==> src/design/bdp_defs.vh <==
/*
 Constants for the bulk data port: mode field codes, format codes,
 pacing figures and widths of the synchronised input vector.
 Assumes inclusion by bare name from the design files.
*/
`ifndef BDP_DEFS_VH
`define BDP_DEFS_VH

// Input mode field codes (3 bits)
`define BDP_IMODE_AB 3'h0
`define BDP_IMODE_C 3'h5
`define BDP_IMODE_D 3'h1

// Output mode field codes (2 bits)
`define BDP_OMODE_A 2'h0
`define BDP_OMODE_B 2'h1
`define BDP_OMODE_C 2'h3
`define BDP_OMODE_D 2'h0

// Format codes on the format buses
`define BDP_FMT_START 3'h5
`define BDP_FMT_CONT 3'h1
`define BDP_FMT_IDLE 3'h4
`define BDP_FMT_START_BIT 2

// Paced mode: one transfer per this many half-rate clock cycles
`define BDP_PACE_CYCLES 3'h4
`define BDP_PACE_LAST 2'h3

// Bytes in a quadlet, last byte index
`define BDP_QUAD_LAST 2'h3

// Synchronised pin vector layout
`define BDP_SYNC_W 21
`define BDP_S_DATA_LO 0
`define BDP_S_FMT_LO 8
`define BDP_S_EN 11
`define BDP_S_DIR 12
`define BDP_S_ICLK 13
`define BDP_S_OCLK 14
`define BDP_S_HALF_RATE_SYS_CLOCK 15
`define BDP_S_IMODE_LO 16
`define BDP_S_OMODE_LO 19

`endif

==> src/design/bdp_sync.v <==
/*
 Two-flop synchroniser for a vector of pin levels.
 Assumes each bit is a level from outside the i_mclk domain; bits are
 not guaranteed coherent with each other on the same edge.
*/
`timescale 1ns/10ps
module bdp_sync
#(
   parameter W = 21
)
(
   input wire i_mclk,
   input wire i_resetn,
   input wire [W-1:0] i_async,
   output wire [W-1:0] o_sync
);

   reg [W-1:0] meta_q;
   reg [W-1:0] sync_q;

   // One pair of flops per bit
   genvar g;
   generate
      for (g = 0; g < W; g = g + 1)
      begin : g_bit
         always @(posedge i_mclk or negedge i_resetn)
         begin
            if (!i_resetn)
            begin
               meta_q[g] <= 1'b0;
               sync_q[g] <= 1'b0;
            end
            else
            begin
               meta_q[g] <= i_async[g];
               sync_q[g] <= meta_q[g];
            end
         end
      end
   endgenerate

   assign o_sync = sync_q;

endmodule // bdp_sync

==> src/design/bdp_port.v <==
/*
 Bulk data port: byte-wide host port between the host application and
 the transmit and receive FIFOs of the link controller, modes A to D.
 Assumes FIFO side signals are on i_mclk; all pins, including the port
 clocks and the half-rate clock, are asynchronous and are synchronised
 here. Port clocks must be much slower than i_mclk (about 8 cycles
 high and low at least). i_rx_valid must settle one cycle after a pop.
*/
`timescale 1ns/10ps
`include "bdp_defs.vh"

// Summary of operation
// - Paced mode accepts host writes only once every four half-rate cycles.
// - Paced mode carries cells only; top format bit marks a cell start.
// - Unidirectional modes show each output byte format, same encoding.
// - Mode B drives received bytes out without any host request.
// - Data-available follows the receive holding register being loaded.
// - Paced mode reads happen at most once every four half-rate cycles.
// - Only mode D shares one byte bus and format lines both ways.
// - Format 101 marks packet start, 001 following byte, 100 idle.
// - Mode D: enable qualifies, direction high reads, low writes.
// - Mode D: busy is asserted while the transmit FIFO is full.
// - Mode D: writes on input port clock, reads on output port clock.
// - Mode D read drives data byte and format on shared lines.
// - Mode D reads and writes may alternate on consecutive cycles.
// - While busy, writes stop but reads continue at full rate.
// - Enable low in mode D stops transfers and releases shared buses.
// - Mode D asserts data-available while a packet is in receive FIFO.
// - Mode pairs 000/00, 000/01, 101/11, 001/00 select modes A to D.
// - Unidirectional busy changes on quadlet boundaries; refuses input.
// - Paced mode has no busy indication.
module bdp_port
(
   input wire i_mclk,
   input wire i_resetn,
   // Host pins
   input wire [7:0] i_bulk_io_bus,
   output wire [7:0] o_bulk_io_bus,
   output wire o_bulk_io_bus_oe,
   input wire [2:0] i_input_format_bus,
   output wire [2:0] o_input_format_bus,
   output wire o_input_format_bus_oe,
   output wire [7:0] o_bulk_out_bus,
   output wire [2:0] o_output_format_bus,
   input wire i_input_enable,
   input wire i_output_enable_dir_sel,
   output wire o_input_busy,
   output wire o_output_data_avail,
   input wire i_input_port_clock,
   input wire i_output_port_clock,
   input wire i_half_rate_sys_clock,
   input wire [2:0] i_input_mode_field,
   input wire [1:0] i_output_mode_field,
   // Transmit FIFO write side
   output wire [7:0] o_tx_data,
   output wire [2:0] o_tx_fmt,
   output wire o_tx_push,
   input wire i_tx_full,
   // Receive FIFO read side
   input wire [7:0] i_rx_data,
   input wire [2:0] i_rx_fmt,
   input wire i_rx_valid,
   input wire i_rx_hold_loaded,
   output wire o_rx_pop
);

   wire [`BDP_SYNC_W-1:0] pins_async, pins;
   wire [7:0] s_data;
   wire [2:0] s_fmt, s_clks, s_imode;
   wire s_en, s_dir;
   wire [1:0] s_omode;
   reg [2:0] clk_d_q;
   wire in_rise, out_rise, n_rise;
   wire mode_a, mode_b, mode_c, mode_d, mode_ok;
   reg [1:0] in_phase_q, out_phase_q;
   reg in_armed_q, out_armed_q;
   reg [1:0] quad_cnt_q;
   reg busy_q, avail_q;
   reg wr_take, rd_take;
   reg [2:0] wr_fmt;
   reg [7:0] tx_data_q;
   reg [2:0] tx_fmt_q;
   reg tx_push_q, rx_pop_q;
   reg [7:0] out_bus_q, io_bus_q;
   reg [2:0] out_fmt_q, io_fmt_q;
   reg io_oe_q, fmt_oe_q;

   // Every host pin passes two flops before use
   assign pins_async = {i_output_mode_field, i_input_mode_field,
                        i_half_rate_sys_clock, i_output_port_clock,
                        i_input_port_clock, i_output_enable_dir_sel,
                        i_input_enable, i_input_format_bus,
                        i_bulk_io_bus};

   bdp_sync #(.W(`BDP_SYNC_W)) u_sync
   (
      .i_mclk(i_mclk),
      .i_resetn(i_resetn),
      .i_async(pins_async),
      .o_sync(pins)
   );

   // Slices of the synchronised vector
   assign s_data = pins[`BDP_S_DATA_LO +: 8];
   assign s_fmt = pins[`BDP_S_FMT_LO +: 3];
   assign s_en = pins[`BDP_S_EN];
   assign s_dir = pins[`BDP_S_DIR];
   assign s_clks = pins[`BDP_S_ICLK +: 3];
   assign s_imode = pins[`BDP_S_IMODE_LO +: 3];
   assign s_omode = pins[`BDP_S_OMODE_LO +: 2];

   // Mode decode from the field pair
   assign mode_a = (s_imode == `BDP_IMODE_AB) &&
                   (s_omode == `BDP_OMODE_A);
   assign mode_b = (s_imode == `BDP_IMODE_AB) &&
                   (s_omode == `BDP_OMODE_B);
   assign mode_c = (s_imode == `BDP_IMODE_C) &&
                   (s_omode == `BDP_OMODE_C);
   assign mode_d = (s_imode == `BDP_IMODE_D) &&
                   (s_omode == `BDP_OMODE_D);
   assign mode_ok = mode_a | mode_b | mode_c | mode_d;

   // Rising edges of the sampled port clocks
   always @(posedge i_mclk or negedge i_resetn)
   begin
      if (!i_resetn)
         clk_d_q <= 3'h0;
      else
         clk_d_q <= s_clks;
   end

   assign in_rise = s_clks[0] & ~clk_d_q[0];
   assign out_rise = s_clks[1] & ~clk_d_q[1];
   assign n_rise = s_clks[2] & ~clk_d_q[2];

   // Paced mode phase counters and idle-gap arming
   always @(posedge i_mclk or negedge i_resetn)
   begin
      if (!i_resetn)
      begin
         in_phase_q <= 2'h0;
         out_phase_q <= 2'h0;
         in_armed_q <= 1'b0;
         out_armed_q <= 1'b0;
      end
      else if (!mode_c)
      begin
         in_phase_q <= 2'h0;
         out_phase_q <= 2'h0;
         in_armed_q <= 1'b0;
         out_armed_q <= 1'b0;
      end
      else if (n_rise)
      begin
         // Free-running quarter counters on the half-rate clock
         in_phase_q <= in_phase_q + 2'h1;
         out_phase_q <= out_phase_q + 2'h1;
         // A gap with enable low arms the next transfer
         if (!s_en)
            in_armed_q <= 1'b1;
         else if (wr_take)
            in_armed_q <= 1'b0;
         if (!s_dir)
            out_armed_q <= 1'b1;
         else if (rd_take)
            out_armed_q <= 1'b0;
      end
   end

   // Write acceptance per mode
   always @*
   begin
      wr_take = 1'b0;
      wr_fmt = s_fmt;
      if (mode_a || mode_b)
         wr_take = in_rise & s_en & ~busy_q;
      else if (mode_d)
         wr_take = in_rise & s_en & ~s_dir & ~busy_q;
      else if (mode_c)
      begin
         wr_take = n_rise & (in_phase_q == 2'h0) & s_en &
                   in_armed_q;
         // Only the top format bit is looked at
         if (s_fmt[`BDP_FMT_START_BIT])
            wr_fmt = `BDP_FMT_START;
         else
            wr_fmt = `BDP_FMT_CONT;
      end
   end

   // Read acceptance per mode
   always @*
   begin
      rd_take = 1'b0;
      if (mode_a)
         rd_take = out_rise & s_dir & i_rx_valid;
      else if (mode_b)
         rd_take = out_rise & i_rx_valid;
      else if (mode_c)
         rd_take = n_rise & (out_phase_q == 2'h0) & s_dir &
                   out_armed_q & i_rx_valid;
      else if (mode_d)
         rd_take = out_rise & s_en & s_dir & i_rx_valid;
   end

   // Transmit FIFO push
   always @(posedge i_mclk or negedge i_resetn)
   begin
      if (!i_resetn)
      begin
         tx_data_q <= 8'h00;
         tx_fmt_q <= `BDP_FMT_IDLE;
         tx_push_q <= 1'b0;
      end
      else
      begin
         tx_push_q <= wr_take;
         if (wr_take)
         begin
            tx_data_q <= s_data;
            tx_fmt_q <= wr_fmt;
         end
      end
   end

   // Busy: quadlet-aligned in A/B, direct in D, none in C
   always @(posedge i_mclk or negedge i_resetn)
   begin
      if (!i_resetn)
      begin
         busy_q <= 1'b0;
         quad_cnt_q <= 2'h0;
      end
      else if (mode_a || mode_b)
      begin
         if (wr_take)
            quad_cnt_q <= quad_cnt_q + 2'h1;
         // Re-evaluated only ahead of a quadlet's first byte
         if (in_rise && (quad_cnt_q == 2'h0))
            busy_q <= i_tx_full;
      end
      else if (mode_d)
      begin
         quad_cnt_q <= 2'h0;
         busy_q <= i_tx_full;
      end
      else
      begin
         quad_cnt_q <= 2'h0;
         busy_q <= 1'b0;
      end
   end

   // Data available follows the loaded holding register
   always @(posedge i_mclk or negedge i_resetn)
   begin
      if (!i_resetn)
         avail_q <= 1'b0;
      else
         avail_q <= mode_ok & i_rx_hold_loaded;
   end

   // Separate output bus for modes A, B and C
   always @(posedge i_mclk or negedge i_resetn)
   begin
      if (!i_resetn)
      begin
         out_bus_q <= 8'h00;
         out_fmt_q <= `BDP_FMT_IDLE;
      end
      else if (mode_a || mode_b || mode_c)
      begin
         if (rd_take)
         begin
            out_bus_q <= i_rx_data;
            out_fmt_q <= i_rx_fmt;
         end
         else if (out_rise && !mode_c)
            out_fmt_q <= `BDP_FMT_IDLE;
      end
      else
         out_fmt_q <= `BDP_FMT_IDLE;
   end

   // Shared bus drive in mode D
   always @(posedge i_mclk or negedge i_resetn)
   begin
      if (!i_resetn)
      begin
         io_bus_q <= 8'h00;
         io_fmt_q <= `BDP_FMT_IDLE;
         io_oe_q <= 1'b0;
         fmt_oe_q <= 1'b0;
      end
      else
      begin
         // Drive only while enabled and reading, else released
         io_oe_q <= mode_d & s_en & s_dir;
         fmt_oe_q <= mode_d & s_en & s_dir;
         if (mode_d && rd_take)
         begin
            io_bus_q <= i_rx_data;
            io_fmt_q <= i_rx_fmt;
         end
      end
   end

   // Receive FIFO pop, one cycle per byte taken
   always @(posedge i_mclk or negedge i_resetn)
   begin
      if (!i_resetn)
         rx_pop_q <= 1'b0;
      else
         rx_pop_q <= rd_take;
   end

   // Outputs straight from flops
   assign o_bulk_io_bus = io_bus_q;
   assign o_bulk_io_bus_oe = io_oe_q;
   assign o_input_format_bus = io_fmt_q;
   assign o_input_format_bus_oe = fmt_oe_q;
   assign o_bulk_out_bus = out_bus_q;
   assign o_output_format_bus = out_fmt_q;
   assign o_input_busy = busy_q;
   assign o_output_data_avail = avail_q;
   assign o_tx_data = tx_data_q;
   assign o_tx_fmt = tx_fmt_q;
   assign o_tx_push = tx_push_q;
   assign o_rx_pop = rx_pop_q;

endmodule // bdp_port

==> config.mk <==
export PLATFORM = sky130hd
export DESIGN_NAME = bdp_port
export DESIGN_NICKNAME = d
export VERILOG_FILES = /design/src/design/bdp_sync.v /design/src/design/bdp_port.v
export VERILOG_INCLUDE_DIRS = /design/src /design/src/design
export SDC_FILE = /design/constraint.sdc
export NUM_CORES = 1
export LEC_CHECK = 0
export BUFFER_PORTS_ARGS = -buffer_cell sky130_fd_sc_hd__clkbuf_2
export CAP_MARGIN = 10
export CORE_MARGIN = 2
export CORE_UTILIZATION = 50
export CTS_BUF_LIST = sky130_fd_sc_hd__clkbuf_8
export DETAILED_ROUTE_END_ITERATION = 16
export GPL_TIMING_DRIVEN = 0
export PLACE_DENSITY = 0.74
export RECOVER_POWER = 25
export REMOVE_ABC_BUFFERS = 1
export SLEW_MARGIN = 20
export SYNTH_ARGS = -nofsm -noshare
export SYNTH_HDL_FRONTEND = slang
export SYNTH_SLANG_ARGS = --single-unit
==> constraint.sdc <==
create_clock -name i_mclk -period 3.7 [get_ports i_mclk]
set_input_delay 0.925 -clock i_mclk [delete_from_list [all_inputs] [get_ports i_mclk]]
set_output_delay 0.925 -clock i_mclk [all_outputs]
set_load 0.05 [all_outputs]
# Yosys cells after proc, flatten, opt, wreduce, memory -nomap -nowiden

Cells that the tools add are included.

Word-level logic and storage cells: 152
Flip-flop bits (word level): 91
Input bits: 37
Output and inout bits: 39

Reduce and logical (&&, ||, !) cells: 18
Bitwise gates (word level): 31
Multiplexer cells: 31
$add $sub $neg: 3
Equality and inequality tests: 10

Operator list:

| cell                | number |
|---|---|
| $and 1x1->1         | 23 |
| $mux 3              | 7 |
| $mux 1              | 18 |
| $mux 2              | 6 |
| $logic_not 2->1     | 4 |
| $logic_and 1x1->1   | 7 |
| $add 2x1->2 const B | 3 |
| $ne 2x2->1 const B  | 3 |
| $ne 3x3->1 const B  | 2 |
| $reduce_and 2->1    | 3 |
| $not 1->1           | 5 |
| $eq 3x1->1 const B  | 1 |
| $eq 3x3->1 const B  | 1 |
| $logic_not 3->1     | 1 |
| $ne 3x2->1 const B  | 1 |
| $or 1x1->1          | 3 |
| $eq 2x1->1 const B  | 1 |
| $eq 2x2->1 const B  | 1 |
| $logic_or 1x1->1    | 2 |
| $logic_not 1->1     | 1 |

# Longest topological paths before layout

Gate-level depths: netlist (run 1).

Depth after elaboration: 13
Mapped depth: 8
Depth with buffers taken out: 7

# Cells and area by module

From an unflattened synthesis (run 1), not the netlist that was laid out.

Cells, all modules: 207
Area, all modules: 3148.0 um^2

By module, submodules not included:

| module   | area an instance (um^2) | instances | sequential area each (um^2) | cells an instance |
|---|---|---|---|---|
| bdp_port | 2097.0                  | 1         | 1229.9                      | 165 |
| bdp_sync | 1051.0                  | 1         | 1051.0                      | 42 |

# Least setup slack after synthesis (run 1)

OpenSTA, ideal clock, no wires.

Path kind: input-to-reg
Start: in i_rx_valid
End: reg out_bus_q[0] (netlist: o_bulk_out_bus[0])
Slack: 1.734 ns
Data arrival time: 1.841 ns
Cell stages on the path: 4
Setup time: 0.125 ns
Data required time: 3.575 ns
Path buffers: 0
Cells stage by stage: o21a_1 -> and4_1 -> a21oi_4 -> mux2_4

Longest elaborated chain between the ends: 6
Elaborated cells between the ends (all ways): 9
Classes of those cells: mux: 4; bitwise: 4; reduce/logical: 1

Ends and longest elaborated chain:

| element                               | RTL line       | text |
|---|---|---|
| start: declaration                    | bdp_port.v:62  | `input wire i_rx_valid,` |
| $and 1x1->1                           | bdp_port.v:203 | `rd_take = out_rise & s_en & s_dir & i_rx_valid;` |
| $mux 1                                | bdp_port.v:202 | `else if (mode_d)` |
| $mux 1                                | bdp_port.v:199 | `else if (mode_c)` |
| $mux 1                                | bdp_port.v:197 | `else if (mode_b)` |
| $mux 1 (*)                            | bdp_port.v:195 | `if (mode_a)` |
| $reduce_and 2->1 (no source line) (*) | n/a            |  |
| end signal: assignment                | bdp_port.v:275 | `out_bus_q <= i_rx_data;` |
| end: declaration                      | bdp_port.v:84  | `reg [7:0] out_bus_q, io_bus_q;` |

Mark *: on every way between the ends. The rest lies on a longest branch, timed or not.
A chain may end at the register's enable or synchronous reset.

==> results of run 1 <==
## registers in the layout, summed over array words and instances, names as in the netlist, 2 cells and up
signal / flops
u_sync.o_sync: 21
in_phase_q: 2
clk_d_q: 3
o_output_format_bus: 3
o_bulk_out_bus: 8
u_sync.meta_q: 21
o_bulk_io_bus: 8
o_tx_data: 8
o_input_format_bus: 3
o_tx_fmt: 3
quad_cnt_q: 2
out_phase_q: 2
## metrics by stage
step | total power, W | util (%)
2_1_floorplan | 0.001203 | -
3_5_place_dp | 0.001279 | 58.18
6_report | 0.001889 | 61.07
4_1_cts | 0.001915 | 61.21
3_3_place_gp | 0.001273 | 58.04
5_1_grt | 0.001973 | 61.07
## worst max path at each step
stage | slack [ns] | end | cells past startpoint | from
floorplan | 1.73 | o_bulk_out_bus[0]$_DFFE_PN0P_ | 4 | i_rx_valid
global placement | 0.77 | o_bulk_out_bus[4]$_DFFE_PN0P_ | 1 | i_resetn
detailed placement | 1.47 | o_bulk_out_bus[2]$_DFFE_PN0P_ | 5 | i_rx_valid
CTS | 1.58 | o_tx_data[6]$_DFFE_PN0P_ | 4 | u_sync.o_sync[16]$_DFF_PN0_
global route | 0.87 | o_bulk_io_bus[6]$_DFFE_PN0P_ | 1 | i_resetn
finish | 1.26 | o_input_format_bus_oe$_DFF_PN0_ | 1 | i_resetn
## metal layers
metal	part of all wire [%]	vias up	GRT usage, %
met5	0	-	0
met4	2.0	0	7.478
met3	5.6	11	5.935
met2	48	46	24.31
met1	45	884	20.77
li1	-	896	-
## layout make-up
cell class,instances,area share [%]
tap,77,2.513
multi-input combinational,111,22.45
sequential,91,59.50
timing repair buffer,75,9.791
inverter,8,0.7833
clock inverter,6,1.371
clock buffer,10,3.590
## power by group
part	switching, W	internal [W]	leakage [nW]
Clock	0.000360	0.000274	0.0918
Sequential	0.0000229	0.00104	1.15
Combinational	0.000137	0.0000520	0.705
Total	0.000520	0.00137	1.94
## cells in the final DEF, fill, tap and decap left out, types with 3 or more instances in the layout
cell,netlist,layout
inv_1,8,8
inv_6,0,3
a21oi_1,7,7
dfstp_2,3,3
ha_1,3,3
mux2_2,20,20
o21ai_0,12,12
mux2_4,8,8
clkbuf_8,0,10
nand2_1,15,15
nand3_1,8,8
nand4_1,3,3
dfrtp_1,88,88
nor2_1,6,6
clkbuf_2,0,75
## kinds of logic (layout without fill, tap and decap cells)
| family | Yosys count | count (layout) | share of synthesized area [%] |
|---|---|---|---|
| and+or+nand+nor | 54 | 54 | 9.942 |
| adders and majority gates | 3 | 3 | 1.170 |
| DFF | 91 | 91 | 71.07 |
| muxes | 28 | 28 | 10.76 |
| AOI/OAI and AO/OA | 25 | 25 | 4.679 |
| xor gates and xnor gates | 1 | 1 | 0.2730 |
| buffers and inverters | 13 | 99 | 2.105 |
==> results.json, run 1 <==
{
  "outcome": "finished, violations left",
  "violations": "max-capacitance violations, max-slew violations",
  "power_density_nw_per_um2": 492.8,
  "ios": 76,
  "cts_root_buffer": "clkbuf_8",
  "synthTopCellsByArea": "dfrtp_1, mux2_2, mux2_4",
  "synth_area_um2": 3209,
  "grt_max_degree": 92,
  "reg2reg_to": "o_tx_data[2]$_DFFE_PN0P_",
  "drc_errors": 0,
  "cts_buffers": 9,
  "ys_ff_latch": 91,
  "fin_nets": 336,
  "antenna_cells": 0,
  "worstSetupStartpointType": "input pin",
  "clock_sinks": 91,
  "hp-start": "u_sync.meta_q[9]$_DFF_PN0_",
  "seqCellArea_um2": 2281,
  "syn_to_final_growth_pct": 19.45,
  "end_kind": "asynchronous set/reset pin",
  "worstSkewPairLatency_ns": 0.36,
  "grt_pass1_vias": 1851,
  "port_buffers": 75,
  "die_area_um2": 7075,
  "path_buf_inv": 1,
  "synth_ff_type": "dfrtp_1",
  "postRouteWirelength_um": 5192,
  "fin_setup_tns_ns": 0,
  "first_pass_iters": 4,
  "max_stage_delay_ns": 1.50,
  "holdWs_ns": 0.3423,
  "postCtsHoldBufs": 0,
  "synth_warnings": 0,
  "rrSetupSlack_ns": 1.60,
  "grt_use_total_pct": 16.06,
  "crit_chain": "clkbuf_2",
  "yosys.area.top_type": "dfrtp_1",
  "die_h_um": 84.12,
  "rsz0062_at_grt": "false",
  "synth_top_area_share_pct": 68.62,
  "dpl.hpwl_um": 3541,
  "drive_above_1_share_pct": 42.52,
  "timing.final.max_slew_violations": 92,
  "holdPathStages": 0,
  "hp-class": "register to register",
  "crit_required_ns": 3.74,
  "antenna_found_initial": 0,
  "fillCellCount": 507,
  "gp_routability_congestion": 0.7746,
  "vias": 1837,
  "cap_violations": 1,
  "grt_pass1_wl_um": 8700,
  "hold_viol_final": 0,
  "whs_endpoint": "u_sync.o_sync[9]$_DFF_PN0_",
  "cts_resized": 0,
  "netlist_top_cells_count": "dfrtp_1, mux2_2, nand2_1",
  "max_freq_mhz": 410.0,
  "cts_tree": "done",
  "fin_cells": 378,
  "syn_inst": 215,
  "path_delay_family": "buffers and inverters",
  "setup_ws_ns": 1.261,
  "start_util_pct": 51.13,
  "die_w_um": 84.12,
  "wl_per_cell_um": 13.74,
  "cts_setup_buffers": 0,
  "crit_slowest_cell": "clkbuf_2",
  "leakage_nw": 1.944,
  "multi_input_area_um2": 860.8,
  "post_drt_via_cell_ratio": 4.860,
  "yosysMostFrequentCell": "dfrtp_1",
  "drtAntennaViolNets": 0,
  "place_ws_ns": 1.475,
  "ys_seq_area_share_pct": 71.07,
  "async_flop_share_pct": 100.0,
  "fin_area_um2": 3834,
  "r2r_cells": 4,
  "cts_max_path_buffers": 2,
  "worst-slew-pin-transition_ns": 2.140,
  "slew_headroom_pct": -42.65,
  "timing.setup.critical_path_class": "input pin to asynchronous set/reset pin",
  "setup_viol": 0,
  "synthDistinctLibCells": 39,
  "r2r_start": "u_sync.o_sync[16]$_DFF_PN0_",
  "post-route-min-period_ns": 2.439,
  "fin_skew_ns": 0.01259,
  "clk_pin_slew_ns": 0.09,
  "arrival_ns": 2.48,
  "fp-row-count": 29,
  "path_max_fanout": 91,
  "grt_overflow_total": 0,
  "min_period_over_period_pct": 65.91,
  "place_area_um2": 3652,
  "dp.cells": 362,
  "synth_edf_count": 0,
  "avgSynthCellArea_um2": 14.93,
  "h-tree-depth": 3,
  "vdd_ir_drop_max_mv": 0.3380,
  "drtIter0Drc": 92,
  "core_um2": 6277
}
No activity file was read; power rests on OpenSTA's default activity.
==> run 2: changes to the inputs <==
Settings changed: PLACE_DENSITY 0.74 to 0.77.
Clock period 3.7 ns to 2.05 ns, I/O delays scaled along.
==> run 2 against run 1 <==
The flow now finishes without violations. Largest power group unchanged. Non-clock buffer count is the same. Sequential cell count is the same. Hold slack lost 0.082 ns. Highest routed layer unchanged.
==> results.json, run 2 (synthesized netlist as in run 1, its figures left out) <==
{
  "grt_overflow_total": 0,
  "place_ws_ns": -0.03949,
  "die_h_um": 84.12,
  "first_pass_iters": 4,
  "path_buf_inv": 0,
  "syn_to_final_growth_pct": 20.19,
  "leakage_nw": 1.941,
  "power_w": 0.003401,
  "cts_tree": "done",
  "rsz0062_at_grt": "false",
  "drc_errors": 0,
  "die_area_um2": 7075,
  "combPwrFrac_pct": 10.1,
  "fp-row-count": 29,
  "power_density_nw_per_um2": 881.6,
  "clk_pin_slew_ns": 0.09,
  "grt_use_total_pct": 16.79,
  "h-tree-depth": 3,
  "grt_max_degree": 92,
  "path_max_fanout": 9,
  "die_w_um": 84.12,
  "grt_pass1_vias": 1845,
  "place_area_um2": 3652,
  "crit_chain": "nand2b_2 -> or2_1 -> nor3_4 -> a21oi_4 -> mux2_4",
  "worstSkewPairLatency_ns": 0.35,
  "wl_per_cell_um": 13.99,
  "worstSetupStartpointType": "register",
  "setup_viol": 0,
  "fin_skew_ns": 0.01050,
  "timing.final.max_slew_violations": 0,
  "min_period_over_period_pct": 91.12,
  "cts_buffers": 9,
  "grt_pass1_wl_um": 9163,
  "dpl.hpwl_um": 3599,
  "setup_ws_ns": 0.1819,
  "timing.setup.critical_path_class": "register to register",
  "slew_headroom_pct": 23.18,
  "end_kind": "register",
  "worst-slew-pin-transition_ns": 1.152,
  "switching_power_w": 0.0009278,
  "dp.cells": 362,
  "power_frac_clock_pct": 33.3,
  "start_util_pct": 51.13,
  "internal_power_w": 0.002473,
  "drive_above_1_share_pct": 42.86,
  "cts_root_buffer": "clkbuf_8",
  "vias": 1866,
  "final_common_cell": "dfrtp_1",
  "antenna_found_initial": 0,
  "crit_slowest_cell": "dfrtp_1",
  "outcome": "finished clean",
  "rrSetupSlack_ns": 0.18,
  "crit_required_ns": 2.28,
  "holdWs_ns": 0.2604,
  "arrival_ns": 2.10,
  "vdd_ir_drop_max_mv": 0.5804,
  "fillCellCount": 490,
  "gp_routability_congestion": 0.7588,
  "sw_frac_of_total_pct": 27.28,
  "fin_area_um2": 3857,
  "cts_max_path_buffers": 2,
  "antenna_cells": 0,
  "max_freq_mhz": 535.3,
  "fin_nets": 336,
  "hp-class": "input pin to register",
  "path_delay_family": "simple AND/OR/NAND/NOR gates",
  "clock_sinks": 91,
  "cts_setup_buffers": 0,
  "max_stage_delay_ns": 0.44,
  "port_buffers": 75,
  "post-route-min-period_ns": 1.868,
  "power_frac_seq_pct": 56.6,
  "postCtsHoldBufs": 0,
  "cap_violations": 0,
  "hold_viol_final": 0,
  "ios": 76,
  "core_um2": 6277,
  "fin_cells": 378,
  "drtAntennaViolNets": 0,
  "final_cell_mix": "dfrtp_1, clkbuf_2, mux2_2, nand2_1, o21ai_0",
  "drtIter0Drc": 70,
  "post_drt_via_cell_ratio": 4.937,
  "postRouteWirelength_um": 5289
}
[run 2: changes by cell type in the layout (fill, tap and decap cells not counted)]
cell / delta
clkbuf_4: +1
nand4_4: +1
nand4_2: -1
nor3_1: -1
clkbuf_2: -1
o21ai_2: -1
nor3_2: +1
o21ai_4: +1
[run 2: final timing paths]
check | startpoint | to | cells after the start
setup / recovery | u_sync.o_sync[17]$_DFF_PN0_ | o_bulk_out_bus[6]$_DFFE_PN0P_ | 5
hold / removal | i_bulk_io_bus[6] | u_sync.meta_q[6]$_DFF_PN0_ | 1
setup reg to reg | u_sync.o_sync[17]$_DFF_PN0_ | o_bulk_out_bus[6]$_DFFE_PN0P_ | 5
hold reg to reg | u_sync.meta_q[12]$_DFF_PN0_ | u_sync.o_sync[12]$_DFF_PN0_ | 0
max in group asynchronous | i_resetn | u_sync.meta_q[14]$_DFF_PN0_ | 1
min in group asynchronous | i_resetn | u_sync.meta_q[2]$_DFF_PN0_ | 1
[run 2: stage by stage]
step                util, %  setup TNS, ns
CTS                   61.47              0
finish                61.45              0
floorplan                 -              0
global placement      58.04         -42.75
global route          61.45              0
detailed placement    58.18        -0.3047
[run 2: layout make-up]
class | instances | area [um^2] | area share (%)
Timing Repair Buffer | 75 | 377.9 | 9.796
Sequential cell | 91 | 2281 | 59.13
Multi-Input combinational cell | 111 | 882.1 | 22.87
Clock inverter | 6 | 52.55 | 1.362
Tap cell | 77 | 96.34 | 2.498
Inverter | 8 | 30.03 | 0.7785
Clock buffer | 10 | 137.6 | 3.568
[run 2: what timing repair did]
item,CTS,global route
pin swaps,0,1
gates resized for setup,2,1
cloned,0,0
endpoints found under the setup margin,18,9
[run 2: metal layers]
metal | vias up | wire length, um | track usage, %
li1 | 893 | - | -
met1 | 923 | 2234 | 22.60
met2 | 44 | 2734 | 25.90
met3 | 6 | 252 | 4.649
met4 | 0 | 68 | 7.185
met5 | - | 0 | 0
[run 2: power by group through the flow]
stage	Clock [W]	Combinational [W]	Sequential (W)
6_report	0.00113	0.000342	0.00193
5_1_grt	0.00126	0.000369	0.00194
4_1_cts	0.00117	0.000350	0.00193
3_5_place_dp	0	0.000348	0.00196
3_3_place_gp	0	0.000339	0.00196
2_1_floorplan	0	0.0000646	0.00211
